## src/pfifo_pkg.sv

```systemverilog
// package: constants and carrier types for the parallel fifo host port
// assumes a 100 MHz core clock
package pfifo_pkg;
	localparam int unsigned clock_period_ns = 10;
	localparam int unsigned data_width = 8;
	localparam int unsigned fifo_depth = 4;
	// flag inactive hold after a transfer, in ns
	localparam int unsigned flag_hold_ns = 80;
	localparam int unsigned flag_hold_cycles =
		(flag_hold_ns + clock_period_ns - 1) / clock_period_ns;
	localparam logic [3:0] flag_hold_init = 4'(flag_hold_cycles);
	localparam logic [3:0] count_zero = 4'h0;
	localparam logic [3:0] count_one = 4'h1;
	localparam logic [2:0] sync_reset = 3'h7;
	localparam logic [2:0] sync_low = 3'h0;

	typedef struct packed {
		logic [7:0] data;
		logic valid;
	} byte_beat_t;

	typedef enum logic [0:0] {
		flag_ready,
		flag_hold
	} flag_state_t;
endpackage : pfifo_pkg

```

## src/parallel_fifo_host_port.sv

```systemverilog
// holds the byte fifo and the parallel fifo host port
// assumes strobes arrive asynchronously from an external host
//
// Contract
// - port drives pins and flags only when parallel fifo mode is selected.
// - rx_avail_n low when a byte waits outside the post-read hold; host reads by pulsing strobe.
// - tx_space_n low when a byte can be accepted.
// - drive current byte while read strobe low, release lines otherwise.
// - each read strobe falling edge advances to next receive byte.
// - each write strobe falling edge captures data bus into transmit fifo.
// - rx_avail_n held high at least 80 ns after each read.
// - tx_space_n held high at least 80 ns after each write.
`timescale 1ns/1ps

module byte_fifo #(
	parameter int unsigned width = 8,
	parameter int unsigned depth = 4
) (
	input wire logic clock,
	input wire logic resetn,
	input wire logic in_valid,
	output logic in_ready,
	input wire logic [width-1:0] in_data,
	output logic out_valid,
	input wire logic out_ready,
	output logic [width-1:0] out_data
);
	localparam int unsigned aw = $clog2(depth);
	logic [width-1:0] mem [depth];
	logic [aw-1:0] rd_ptr;
	logic [aw-1:0] wr_ptr;
	logic [aw:0] count;
	logic [aw-1:0] next_rd_ptr;
	logic [aw-1:0] next_wr_ptr;
	logic [aw:0] next_count;
	logic push;
	logic pop;

	always_comb begin
		push = in_valid && in_ready;
		pop = out_valid && out_ready;
		next_wr_ptr = push ? aw'((wr_ptr + 1'b1) % depth) : wr_ptr;
		next_rd_ptr = pop ? aw'((rd_ptr + 1'b1) % depth) : rd_ptr;
		next_count = count;
		if (push && !pop) begin
			next_count = count + 1'b1;
		end else if (pop && !push) begin
			next_count = count - 1'b1;
		end
	end

	always_ff @(posedge clock or negedge resetn) begin
		if (!resetn) begin
			rd_ptr <= '0;
			wr_ptr <= '0;
			count <= '0;
		end else begin
			rd_ptr <= next_rd_ptr;
			wr_ptr <= next_wr_ptr;
			count <= next_count;
		end
	end

	always_ff @(posedge clock) begin
		if (push) begin
			mem[wr_ptr] <= in_data;
		end
	end

	assign in_ready = count < (aw+1)'(depth);
	assign out_valid = count != '0;
	assign out_data = mem[rd_ptr];

	a_fifo_no_overflow: assert property (@(posedge clock) disable iff (!resetn)
		count <= (aw+1)'(depth))
		else $error("fifo count above depth");
endmodule : byte_fifo

module parallel_fifo_host_port (
	input wire logic clock,
	input wire logic resetn,
	input wire logic fifo_mode,
	input wire logic read_strobe_n,
	input wire logic write_strobe,
	input wire logic [7:0] fifo_data_bus_in,
	output logic [7:0] fifo_data_bus_out,
	output logic fifo_data_bus_oe,
	output logic rx_avail_n,
	output logic tx_space_n,
	input wire logic [7:0] rx_data,
	input wire logic rx_valid,
	output logic rx_ready,
	output logic [7:0] tx_data,
	output logic tx_valid,
	input wire logic tx_ready
);
	// ------------------------------------------------------------
	// strobe and mode synchronisers
	// ------------------------------------------------------------
	logic [2:0] rd_sync;
	logic [2:0] wr_sync;
	logic [2:0] mode_sync;
	logic rd_low;
	logic wr_high;
	logic mode_on;
	logic [2:0] next_rd_sync;
	logic [2:0] next_wr_sync;
	logic [2:0] next_mode_sync;
	logic next_rd_low;
	logic next_wr_high;
	logic next_mode_on;
	logic rd_fall;
	logic wr_fall;

	always_comb begin
		next_rd_sync = {rd_sync[1:0], read_strobe_n};
		next_wr_sync = {wr_sync[1:0], write_strobe};
		next_mode_sync = {mode_sync[1:0], fifo_mode};
		// a change counts once stages two and three agree
		next_rd_low = (rd_sync[1] == rd_sync[2]) ? !rd_sync[2] : rd_low;
		next_wr_high = (wr_sync[1] == wr_sync[2]) ? wr_sync[2] : wr_high;
		next_mode_on = (mode_sync[1] == mode_sync[2]) ? mode_sync[2] : mode_on;
		rd_fall = next_rd_low && !rd_low;
		wr_fall = !next_wr_high && wr_high;
	end

	always_ff @(posedge clock or negedge resetn) begin
		if (!resetn) begin
			rd_sync <= pfifo_pkg::sync_reset;
			wr_sync <= pfifo_pkg::sync_low;
			mode_sync <= pfifo_pkg::sync_low;
			rd_low <= 1'b0;
			wr_high <= 1'b0;
			mode_on <= 1'b0;
		end else begin
			rd_sync <= next_rd_sync;
			wr_sync <= next_wr_sync;
			mode_sync <= next_mode_sync;
			rd_low <= next_rd_low;
			wr_high <= next_wr_high;
			mode_on <= next_mode_on;
		end
	end

	// ------------------------------------------------------------
	// receive path: byte popped into cur between strobes, consumed on read strobe fall
	// ------------------------------------------------------------
	logic rxq_valid;
	logic [7:0] rxq_data;
	logic rx_pop;
	pfifo_pkg::byte_beat_t cur;
	pfifo_pkg::byte_beat_t next_cur;
	pfifo_pkg::flag_state_t rx_state;
	pfifo_pkg::flag_state_t next_rx_state;
	logic [3:0] rx_count;
	logic [3:0] next_rx_count;

	byte_fifo #(.width(pfifo_pkg::data_width), .depth(pfifo_pkg::fifo_depth))
	rx_q (
		.clock(clock),
		.resetn(resetn),
		.in_valid(rx_valid),
		.in_ready(rx_ready),
		.in_data(rx_data),
		.out_valid(rxq_valid),
		.out_ready(rx_pop),
		.out_data(rxq_data)
	);

	always_comb begin
		next_cur = cur;
		rx_pop = 1'b0;
		next_rx_state = rx_state;
		next_rx_count = rx_count;
		if (mode_on && rd_fall && cur.valid) begin
			next_cur.valid = 1'b0;
		end else if (!cur.valid && rxq_valid && !rd_low) begin
			// load next byte only between strobes
			next_cur.data = rxq_data;
			next_cur.valid = 1'b1;
			rx_pop = 1'b1;
		end
		case (rx_state)
			pfifo_pkg::flag_ready: begin
				if (mode_on && rd_fall) begin
					next_rx_state = pfifo_pkg::flag_hold;
					next_rx_count = pfifo_pkg::flag_hold_init;
				end
			end
			pfifo_pkg::flag_hold: begin
				if (rx_count > pfifo_pkg::count_one) begin
					next_rx_count = rx_count - pfifo_pkg::count_one;
				end else if (!rd_low) begin
					next_rx_count = pfifo_pkg::count_zero;
					next_rx_state = pfifo_pkg::flag_ready;
				end
			end
			default: begin
				next_rx_state = pfifo_pkg::flag_ready;
			end
		endcase
	end

	// ------------------------------------------------------------
	// transmit path: bus captured on write strobe fall
	// ------------------------------------------------------------
	logic [7:0] bus_q1;
	logic [7:0] bus_q2;
	logic [7:0] bus_q3;
	logic txq_ready;
	logic tx_push;
	pfifo_pkg::flag_state_t tx_state;
	pfifo_pkg::flag_state_t next_tx_state;
	logic [3:0] tx_count;
	logic [3:0] next_tx_count;
	logic txq_valid;
	logic [7:0] txq_data;

	// data is stable while the strobe settles through the synchroniser
	always_ff @(posedge clock) begin
		bus_q1 <= fifo_data_bus_in;
		bus_q2 <= bus_q1;
		bus_q3 <= bus_q2;
	end

	assign tx_push = mode_on && wr_fall;

	byte_fifo #(.width(pfifo_pkg::data_width), .depth(pfifo_pkg::fifo_depth))
	tx_q (
		.clock(clock),
		.resetn(resetn),
		.in_valid(tx_push),
		.in_ready(txq_ready),
		.in_data(bus_q3),
		.out_valid(txq_valid),
		.out_ready(tx_ready),
		.out_data(txq_data)
	);

	always_comb begin
		next_tx_state = tx_state;
		next_tx_count = tx_count;
		case (tx_state)
			pfifo_pkg::flag_ready: begin
				if (tx_push) begin
					next_tx_state = pfifo_pkg::flag_hold;
					next_tx_count = pfifo_pkg::flag_hold_init;
				end
			end
			pfifo_pkg::flag_hold: begin
				if (tx_count > pfifo_pkg::count_one) begin
					next_tx_count = tx_count - pfifo_pkg::count_one;
				end else begin
					next_tx_count = pfifo_pkg::count_zero;
					next_tx_state = pfifo_pkg::flag_ready;
				end
			end
			default: begin
				next_tx_state = pfifo_pkg::flag_ready;
			end
		endcase
	end

	// ------------------------------------------------------------
	// state and registered outputs
	// ------------------------------------------------------------
	logic next_rx_avail_n;
	logic next_tx_space_n;
	logic next_oe;

	always_comb begin
		next_rx_avail_n = !(mode_on && next_cur.valid &&
			next_rx_state == pfifo_pkg::flag_ready);
		next_tx_space_n = !(mode_on && txq_ready &&
			next_tx_state == pfifo_pkg::flag_ready && !next_wr_high);
		next_oe = mode_on && next_rd_low;
	end

	always_ff @(posedge clock or negedge resetn) begin
		if (!resetn) begin
			cur <= '0;
			rx_state <= pfifo_pkg::flag_ready;
			rx_count <= pfifo_pkg::count_zero;
			tx_state <= pfifo_pkg::flag_ready;
			tx_count <= pfifo_pkg::count_zero;
			rx_avail_n <= 1'b1;
			tx_space_n <= 1'b1;
			fifo_data_bus_oe <= 1'b0;
			fifo_data_bus_out <= '0;
			tx_data <= '0;
			tx_valid <= 1'b0;
		end else begin
			cur <= next_cur;
			rx_state <= next_rx_state;
			rx_count <= next_rx_count;
			tx_state <= next_tx_state;
			tx_count <= next_tx_count;
			rx_avail_n <= next_rx_avail_n;
			tx_space_n <= next_tx_space_n;
			fifo_data_bus_oe <= next_oe;
			fifo_data_bus_out <= cur.data;
			tx_data <= txq_data;
			tx_valid <= txq_valid;
		end
	end

	// ------------------------------------------------------------
	// assertions
	// ------------------------------------------------------------
	a_rx_flag_hold: assert property (@(posedge clock) disable iff (!resetn)
		(mode_on && rd_fall) |=> rx_avail_n [*8])
		else $error("rx flag low too soon after read");
	a_tx_flag_hold: assert property (@(posedge clock) disable iff (!resetn)
		tx_push |=> tx_space_n [*8])
		else $error("tx flag low too soon after write");
	a_bus_drive_read: assert property (@(posedge clock) disable iff (!resetn)
		fifo_data_bus_oe == $past(mode_on && next_rd_low))
		else $error("bus drive not following read strobe");
	a_mode_off_quiet: assert property (@(posedge clock) disable iff (!resetn)
		!$past(mode_on) |-> (rx_avail_n && tx_space_n && !fifo_data_bus_oe))
		else $error("port active outside fifo mode");
	a_rx_flag_data: assert property (@(posedge clock) disable iff (!resetn)
		!rx_avail_n |-> cur.valid)
		else $error("rx flag low with no byte");
	a_read_advance: assert property (@(posedge clock) disable iff (!resetn)
		(mode_on && rd_fall && cur.valid) |=> !cur.valid)
		else $error("read did not consume byte");
	a_write_capture: assert property (@(posedge clock) disable iff (!resetn)
		(tx_push && txq_ready && !tx_ready) |=> txq_valid)
		else $error("write not captured");
	a_tx_flag_space: assert property (@(posedge clock) disable iff (!resetn)
		!tx_space_n |-> $past(txq_ready))
		else $error("tx flag low with full fifo");
	c_read_done: cover property (@(posedge clock) disable iff (!resetn)
		mode_on && rd_fall && cur.valid);
	c_write_done: cover property (@(posedge clock) disable iff (!resetn)
		tx_push);
	c_tx_full: cover property (@(posedge clock) disable iff (!resetn)
		!txq_ready);
endmodule : parallel_fifo_host_port

```

## config.mk

```make
export PLATFORM = sky130hd
export DESIGN_NAME = parallel_fifo_host_port
export DESIGN_NICKNAME = d
export VERILOG_FILES = /design/src/pfifo_pkg.sv /design/src/parallel_fifo_host_port.sv
export SDC_FILE = /design/constraint.sdc
export NUM_CORES = 1
export LEC_CHECK = 0
export BUFFER_PORTS_ARGS = -buffer_cell sky130_fd_sc_hd__buf_4
export CORE_MARGIN = 5
export CORE_UTILIZATION = 47
export DETAILED_ROUTE_END_ITERATION = 10
export HOLD_SLACK_MARGIN = 0.12
export PLACE_DENSITY = 0.64
export SYNTH_ARGS = -nofsm -noshare
export SYNTH_HDL_FRONTEND = slang
export SYNTH_HIERARCHICAL = 1
export SYNTH_SLANG_ARGS = --single-unit
```

## constraint.sdc

```tcl
create_clock -name clock -period 6.3 [get_ports clock]
set_clock_uncertainty 0.2 [all_clocks]
set_input_delay 1.26 -clock clock [delete_from_list [all_inputs] [get_ports clock]]
set_output_delay 1.26 -clock clock [all_outputs]
set_load 0.05 [all_outputs]
```

==> summary.md, run 1 <==
| Metric | Value |
|---|---|
| Status | complete, no violations |
| Largest net degree at the start of global routing | 66 |
| Vias | 2,479 |
| Clock-pin transition on the worst setup and hold timing paths | 0.06 ns |
| Reg area | 4040 um^2 |
| Final TNS setup | 0 ns |
| Leak | roughly 2.6 nW |
| CTS tree | built |
| RSZ-0062 raised after global routing | no |
| Total Wirelength | 7870 um |
| Final instance area | roughly 6500 um^2 |
| Die Wd | around 120 um |
| Setup repair bufs after CTS | 0 |
| Hold Buf Count CTS | 0 |
| Syn_nets | about 340 |
| Yosys reg bits | 153 |
| Max-slew violation count | 0 |
| DP HPWL | between 5000 and 6000 um |
| Final WS setup | between 3 and 4 ns |
| RD Place Congestion | 0.728 |
| Layout filler cell count | 866 |
| Max-slew headroom | 0.355 |
| Seq/Total Area, Yosys | 0.742 |
| Total of max-cap violations | 0 |
| H-Tree Depth | 4 |
| Die Area | 13,800 um^2 |
| Row count | 39 |
| Maximum VDD drop | 0.000266 V |
| WP data required | 6.41 ns |
| Crit path kind | reg2reg |
| Global-route wire length before repair | 13,700 um |
| Async set or reset register ratio after synthesis | 0.425 |
| Core area | ~11,000 um^2 |
| Max Clk Rate | 363 MHz |
| DR iter-0 viols | 190 |
| Crit-path max FO | 11 |
| Clock Tree Root | clkbuf_16 |
| Final nets | around 390 |
| ANT cells | 0 |
| Hold Slack | 0.126 ns |
| Gr ovfl total | 0 |
| Vias per inst | a little under 5 |
| DIE HEIGHT | 118 um |
| Tcrit/Tclk final | 0.438 |
| Avg Cell Area, Syn | 18.2 um^2 |
| Worst Max-Slew Pin Slew | 0.963 ns |
| Syn Inst Count | 299 |
| Fin. Hold Viols | 0 |
| Area growth syn-to-layout | 18.8% |
| Pwr Total | 3.25 mW |
| Clock Sinks | 153 |
| Synth Warn # | 6 |
| DP Area | 5890 um^2 |
| Unique masters post-synth | 46 |
| Leading register cell type out of synthesis | edfxtp_1 |
| Remaining antenna violation count | 0 |
| CTS Buf Count | 17 |
| All-Layer GR Usage | 0.129 |
| I/O Buffers | 43 |
| First-pass detailed-route iteration total | 4 |
| Initial Util | 0.478 |
| CP endpoint kind | register |
| CTS resizes | 0 |
| Residual DRC | 0 |
| Multi-input gate area | 1290 um^2 |
| Setup violators final | 0 |
| EDFF count, synth | 64 |
| Layout cells sized above 1 | 0.316 |
| Cell Area, Synth | roughly 5400 um^2 |
| Maximum clock path buffer count | 2 |
| Crit path launch type | register |
| Vias in the first global route | 2,672 |
| Initial antenna violation count | 0 |
| Worst-Skew Late Latency | 0.42 ns |
| Routed len/inst | 15.4 um |
| Power per standard cell area | 502 nW/um^2 |
| Hold Path Class | reg2reg |
| Io pins | 44 |
| Min cycle time layout | 2.76 ns |
| Pre-CTS setup slack | roughly 3.4 ns |
| WP data arrival | 2.87 ns |
[cells in the final DEF, fill, tap and decap left out, types with 14 or more instances in the layout]
cell        n
edfxtp_1   64
dfxtp_1    24
dfrtp_1    60
ha_1       14
buf_4      43
mux4_2     16
inv_1      17
clkbuf_16  18
[synth_stat cells, types with 2 or more instances]
master,count,area share
xnor2_1,10,0.016
and2_1,8,0.0092
and2b_2,2,0.0032
edfxtp_1,64,0.35
ha_1,14,0.032
or3_4,2,0.0041
nor2_1,10,0.0069
xor2_1,2,0.0032
fa_1,2,0.0074
o21bai_1,3,0.0041
buf_2,2,0.0018
dfrtp_1,60,0.28
o211ai_1,2,0.0028
clkbuf_2,2,0.0018
a21o_1,2,0.0028
o21ai_0,4,0.0037
mux4_2,16,0.066
dfstp_2,5,0.024
nand2_4,2,0.0041
nand3_1,2,0.0018
maj3_1,2,0.0037
buf_6,3,0.0062
inv_1,17,0.012
nand3_2,2,0.0037
mux2_2,10,0.021
o31ai_1,2,0.0028
nand2_1,7,0.0048
dfxtp_1,24,0.088
[registers in the layout, summed over array words and instances (netlist names), 2 cells and up]
register / flops
rx_q/mem: 32
tx_q/mem: 32
cur: 9
bus_q1: 8
bus_q2: 8
bus_q3: 8
fifo_data_bus_out: 8
tx_data: 8
rx_count: 4
tx_count: 4
mode_sync: 3
rd_sync: 3
rx_q/count: 3
tx_q/count: 3
wr_sync: 3
rx_q/rd_ptr: 2
rx_q/wr_ptr: 2
tx_q/rd_ptr: 2
tx_q/wr_ptr: 2
[through the flow]
step	utilization	instances
2_1_floorplan	-	299
3_3_place_gp	0.518	478
3_5_place_dp	0.518	478
4_1_cts	0.569	510
5_1_grt	0.569	510
6_report	0.569	510
[worst paths after layout]
check	depth (start not counted)	slack, ns	startpoint	end
worst max register to register	7	3.54	rx_q/count[0]	rx_q/count[1]
worst max-delay path	7	3.54	rx_q/count[0]	rx_q/count[1]
worst min register to register	0	0.13	bus_q1[3]	bus_q2[3]
worst min-delay path	0	0.13	bus_q1[3]	bus_q2[3]
min in group asynchronous	1	0.73	resetn	rx_q/wr_ptr[0]
max in group asynchronous	1	4.61	resetn	tx_count[1]
[cells by family (layout without fill, tap and decap cells)]
kind of cell / after synthesis / count (layout) / synth area share
buffers and inverters: 24 / 92 / 0.0216
multiplexers: 26 / 26 / 0.0870
AO/OA/AOI/OAI: 22 / 22 / 0.0308
adder cells (fa/ha/maj): 18 / 18 / 0.0432
flip-flops: 153 / 153 / 0.742
XOR/XNOR: 12 / 12 / 0.0193
AND/OR/NAND/NOR: 44 / 44 / 0.0561
[layout make-up]
cell class | count | share of cell area
clock inverters | 9 | 0.0136
inverters | 17 | 0.00987
multi-input cells | 122 | 0.199
flip-flops and latches | 153 | 0.624
well taps | 143 | 0.0277
repair buffers | 43 | 0.0499
clock buffers | 23 | 0.0757
[routing by layer]
metal  track usage  routed length [um]  vias up
met5             0                   0        -
met1         0.168                3660     1233
met4        0.0710                 189        0
met3        0.0509                 310       14
li1              -                   -     1194
met2         0.184                3710       38
[report_power, final]
group	leakage, nW	switching [mW]	internal [mW]
combinational	0.742	0.468	0.373
sequential	1.55	0.178	1.26
clock	0.279	0.381	0.589
total	2.57	1.03	2.22
[critical path, cell delays in order, from the launching register on]
cell     delay, ns
dfrtp_1       0.41
or3_4         0.18
nor3b_2       0.78
nand2_4       0.09
ha_1          0.25
inv_1         0.07
fa_1          0.40
mux2_2        0.26
Note: power is estimated with default switching activity, not from simulation.
==> inputs of run 2 (changes only) <==
Clock period 6.3 ns to 2.55 ns, I/O delays scaled along.
==> run 2 against run 1 <==
Effect of this change:
- cell count is 4.5% higher
- total power rose to 2.6 times the previous value
- non-clock buffer count increased by 23
- utilization grew 2.7 points
- critical endpoint is now rx_q/count[2]
- largest cell class unchanged
- highest routed layer unchanged
==> summary.md, run 2 (same netlist as run 1, synthesis figures left out) <==
| Metric | Value |
|---|---|
| Reg2Reg Setup Slack | 0.16 ns |
| I/O Buffers | 43 |
| CP Cell Sequence | or3_4 > nor3b_2 > nand2_4 > ha_1 > inv_1 > fa_1 > xor2_1 > nor2_1 > xnor2_1 |
| CTS resizes | 0 |
| Layout cells sized above 1 | 0.310 |
| Vias in the first global route | 2,784 |
| Setup repair bufs after CTS | 0 |
| Total Wirelength | 8380 um |
| First-pass detailed-route iteration total | 6 |
| Max-slew headroom | 0.448 |
| Worst R2R End | rx_q/count[2] |
| CP Capture Point | rx_q/count[2] |
| DIE HEIGHT | 118 um |
| Tcrit/Tclk final | 0.938 |
| Top flop regs | rx_q/mem (32), tx_q/mem (32), cur (9) |
| Reg-to-reg critical path startpoint | rx_q/count[2] |
| Core area | between 10,000 and 15,000 um^2 |
| Crit-path max cell delay | between 0.4 and 0.5 ns |
| Leak | about 2.7 nW |
| Min cycle time layout | 2.39 ns |
| WP data required | roughly 2.7 ns |
| RSZ-0062 raised after global routing | no |
| CP endpoint kind | register |
| Largest net degree at the start of global routing | 66 |
| Hold Buf Count CTS | 20 |
| Final instance area | 6770 um^2 |
| Max-slew violation count | 0 |
| Clock Tree Root | clkbuf_16 |
| Clock-pin transition on the worst setup and hold timing paths | 0.06 ns |
| Crit path kind | reg2reg |
| Die Wd | 118 um |
| Die Area | between 10,000 and 15,000 um^2 |
| H-Tree Depth | 4 |
| Residual DRC | 0 |
| Final nets | ~420 |
| Row count | 39 |
| Status | complete, no violations |
| DP Area | 5910 um^2 |
| Crit-path slowest cell | or3_4 |
| Crit path depth | 9 |
| Critical path buffer and inverter count | 1 |
| DR iter-0 viols | 122 |
| Vias | roughly 2,600 |
| Initial antenna violation count | 0 |
| RD Place Congestion | 0.712 |
| Fin. Hold Viols | 0 |
| R2R depth | 9 |
| Power per standard cell area | 1240 nW/um^2 |
| Vias per inst | 4.94 |
| Total of max-cap violations | 0 |
| Maximum VDD drop | 0.000800 V |
| DP HPWL | 5470 um |
| CP Launch Point | rx_q/count[2] |
| Final TNS setup | 0 ns |
| Max Clk Rate | about 420 MHz |
| Clock Sinks | 153 |
| CP top delay family | simple AND/OR/NAND/NOR gates |
| Worst Max-Slew Pin Slew | 0.827 ns |
| Hold Path Class | reg2reg |
| Pwr Total | 8.39 mW |
| Hold Slack | 0.123 ns |
| Gr ovfl total | 0 |
| Io pins | 44 |
| Global-route wire length before repair | 14,000 um |
| ANT cells | 0 |
| All-Layer GR Usage | 0.130 |
| Worst-Skew Late Latency | 0.41 ns |
| Initial Util | 0.478 |
| Crit path launch type | register |
| Remaining antenna violation count | 0 |
| WP data arrival | 2.52 ns |
| Setup violators final | 0 |
| Area growth syn-to-layout | 24.5% |
| Crit-path max FO | 3 |
| Most common cell after layout, fill and taps aside | edfxtp_1 |
| CTS tree | built |
| Maximum clock path buffer count | 2 |
| Commonest non-fill, non-tap cells in the layout | edfxtp_1 (64), dfrtp_1 (60), buf_4 (46) |
| CTS Buf Count | 17 |
| Routed len/inst | 15.7 um |
[run 2: cell types whose count changed in the layout (fill, tap and decap cells not counted), sizes merged]
cell / delta
dlygate4sd3: +20
inv: -1
buf: +3
bufinv: +2
clkinv: -1
[run 2: worst min-delay path by stage]
stage,from,end,slack [ns],depth (start not counted)
detailed placement,bus_q1[1],bus_q2[1],0.11,0
floorplan,resetn,cur[0],0.01,0
finish,bus_q1[4],bus_q2[4],0.12,0
global placement,bus_q1[7],bus_q2[7],0.11,0
CTS,bus_q1[1],bus_q2[1],0.13,0
global route,bus_q1[4],bus_q2[4],0.13,0
[run 2: routing by layer]
metal | vias to the layer above | track usage | part of all wire
li1 | 1243 | - | -
met2 | 47 | 0.208 | 0.50
met1 | 1326 | 0.164 | 0.44
met5 | - | 0 | 0
met3 | 15 | 0.0399 | 0.040
met4 | 0 | 0.0559 | 0.018
[run 2: area by class of cell]
type | count | area, um^2
fillers | 838 | 4600
flip-flops and latches | 153 | 4040
multi-input cells | 122 | 1290
repair buffers | 66 | 546
clock buffers | 23 | 532
well taps | 143 | 179
clock inverters | 9 | 129
inverters | 17 | 63.8
[run 2: where the power goes]
part           internal, mW  switching [mW]
Clock                  1.77           0.925
Combinational         0.962            1.20
Sequential             3.11           0.426
[run 2: through the flow]
stage | instances | utilization | setup WS, ns
after floorplan | 299 | - | 0.177
after global placement | 481 | 0.520 | 0.239
after detailed placement | 481 | 0.520 | 0.172
after CTS | 533 | 0.595 | 0.156
after global routing | 533 | 0.595 | 0.0703
final | 533 | 0.595 | 0.159
[run 2: worst register-to-register path, stage by stage (launching register included)]
cell and delay, ns:
dfrtp_1 0.39, or3_4 0.43, nor3b_2 0.20, nand2_4 0.08, ha_1 0.17, inv_1 0.06
fa_1 0.37, xor2_1 0.15, nor2_1 0.13, xnor2_1 0.14
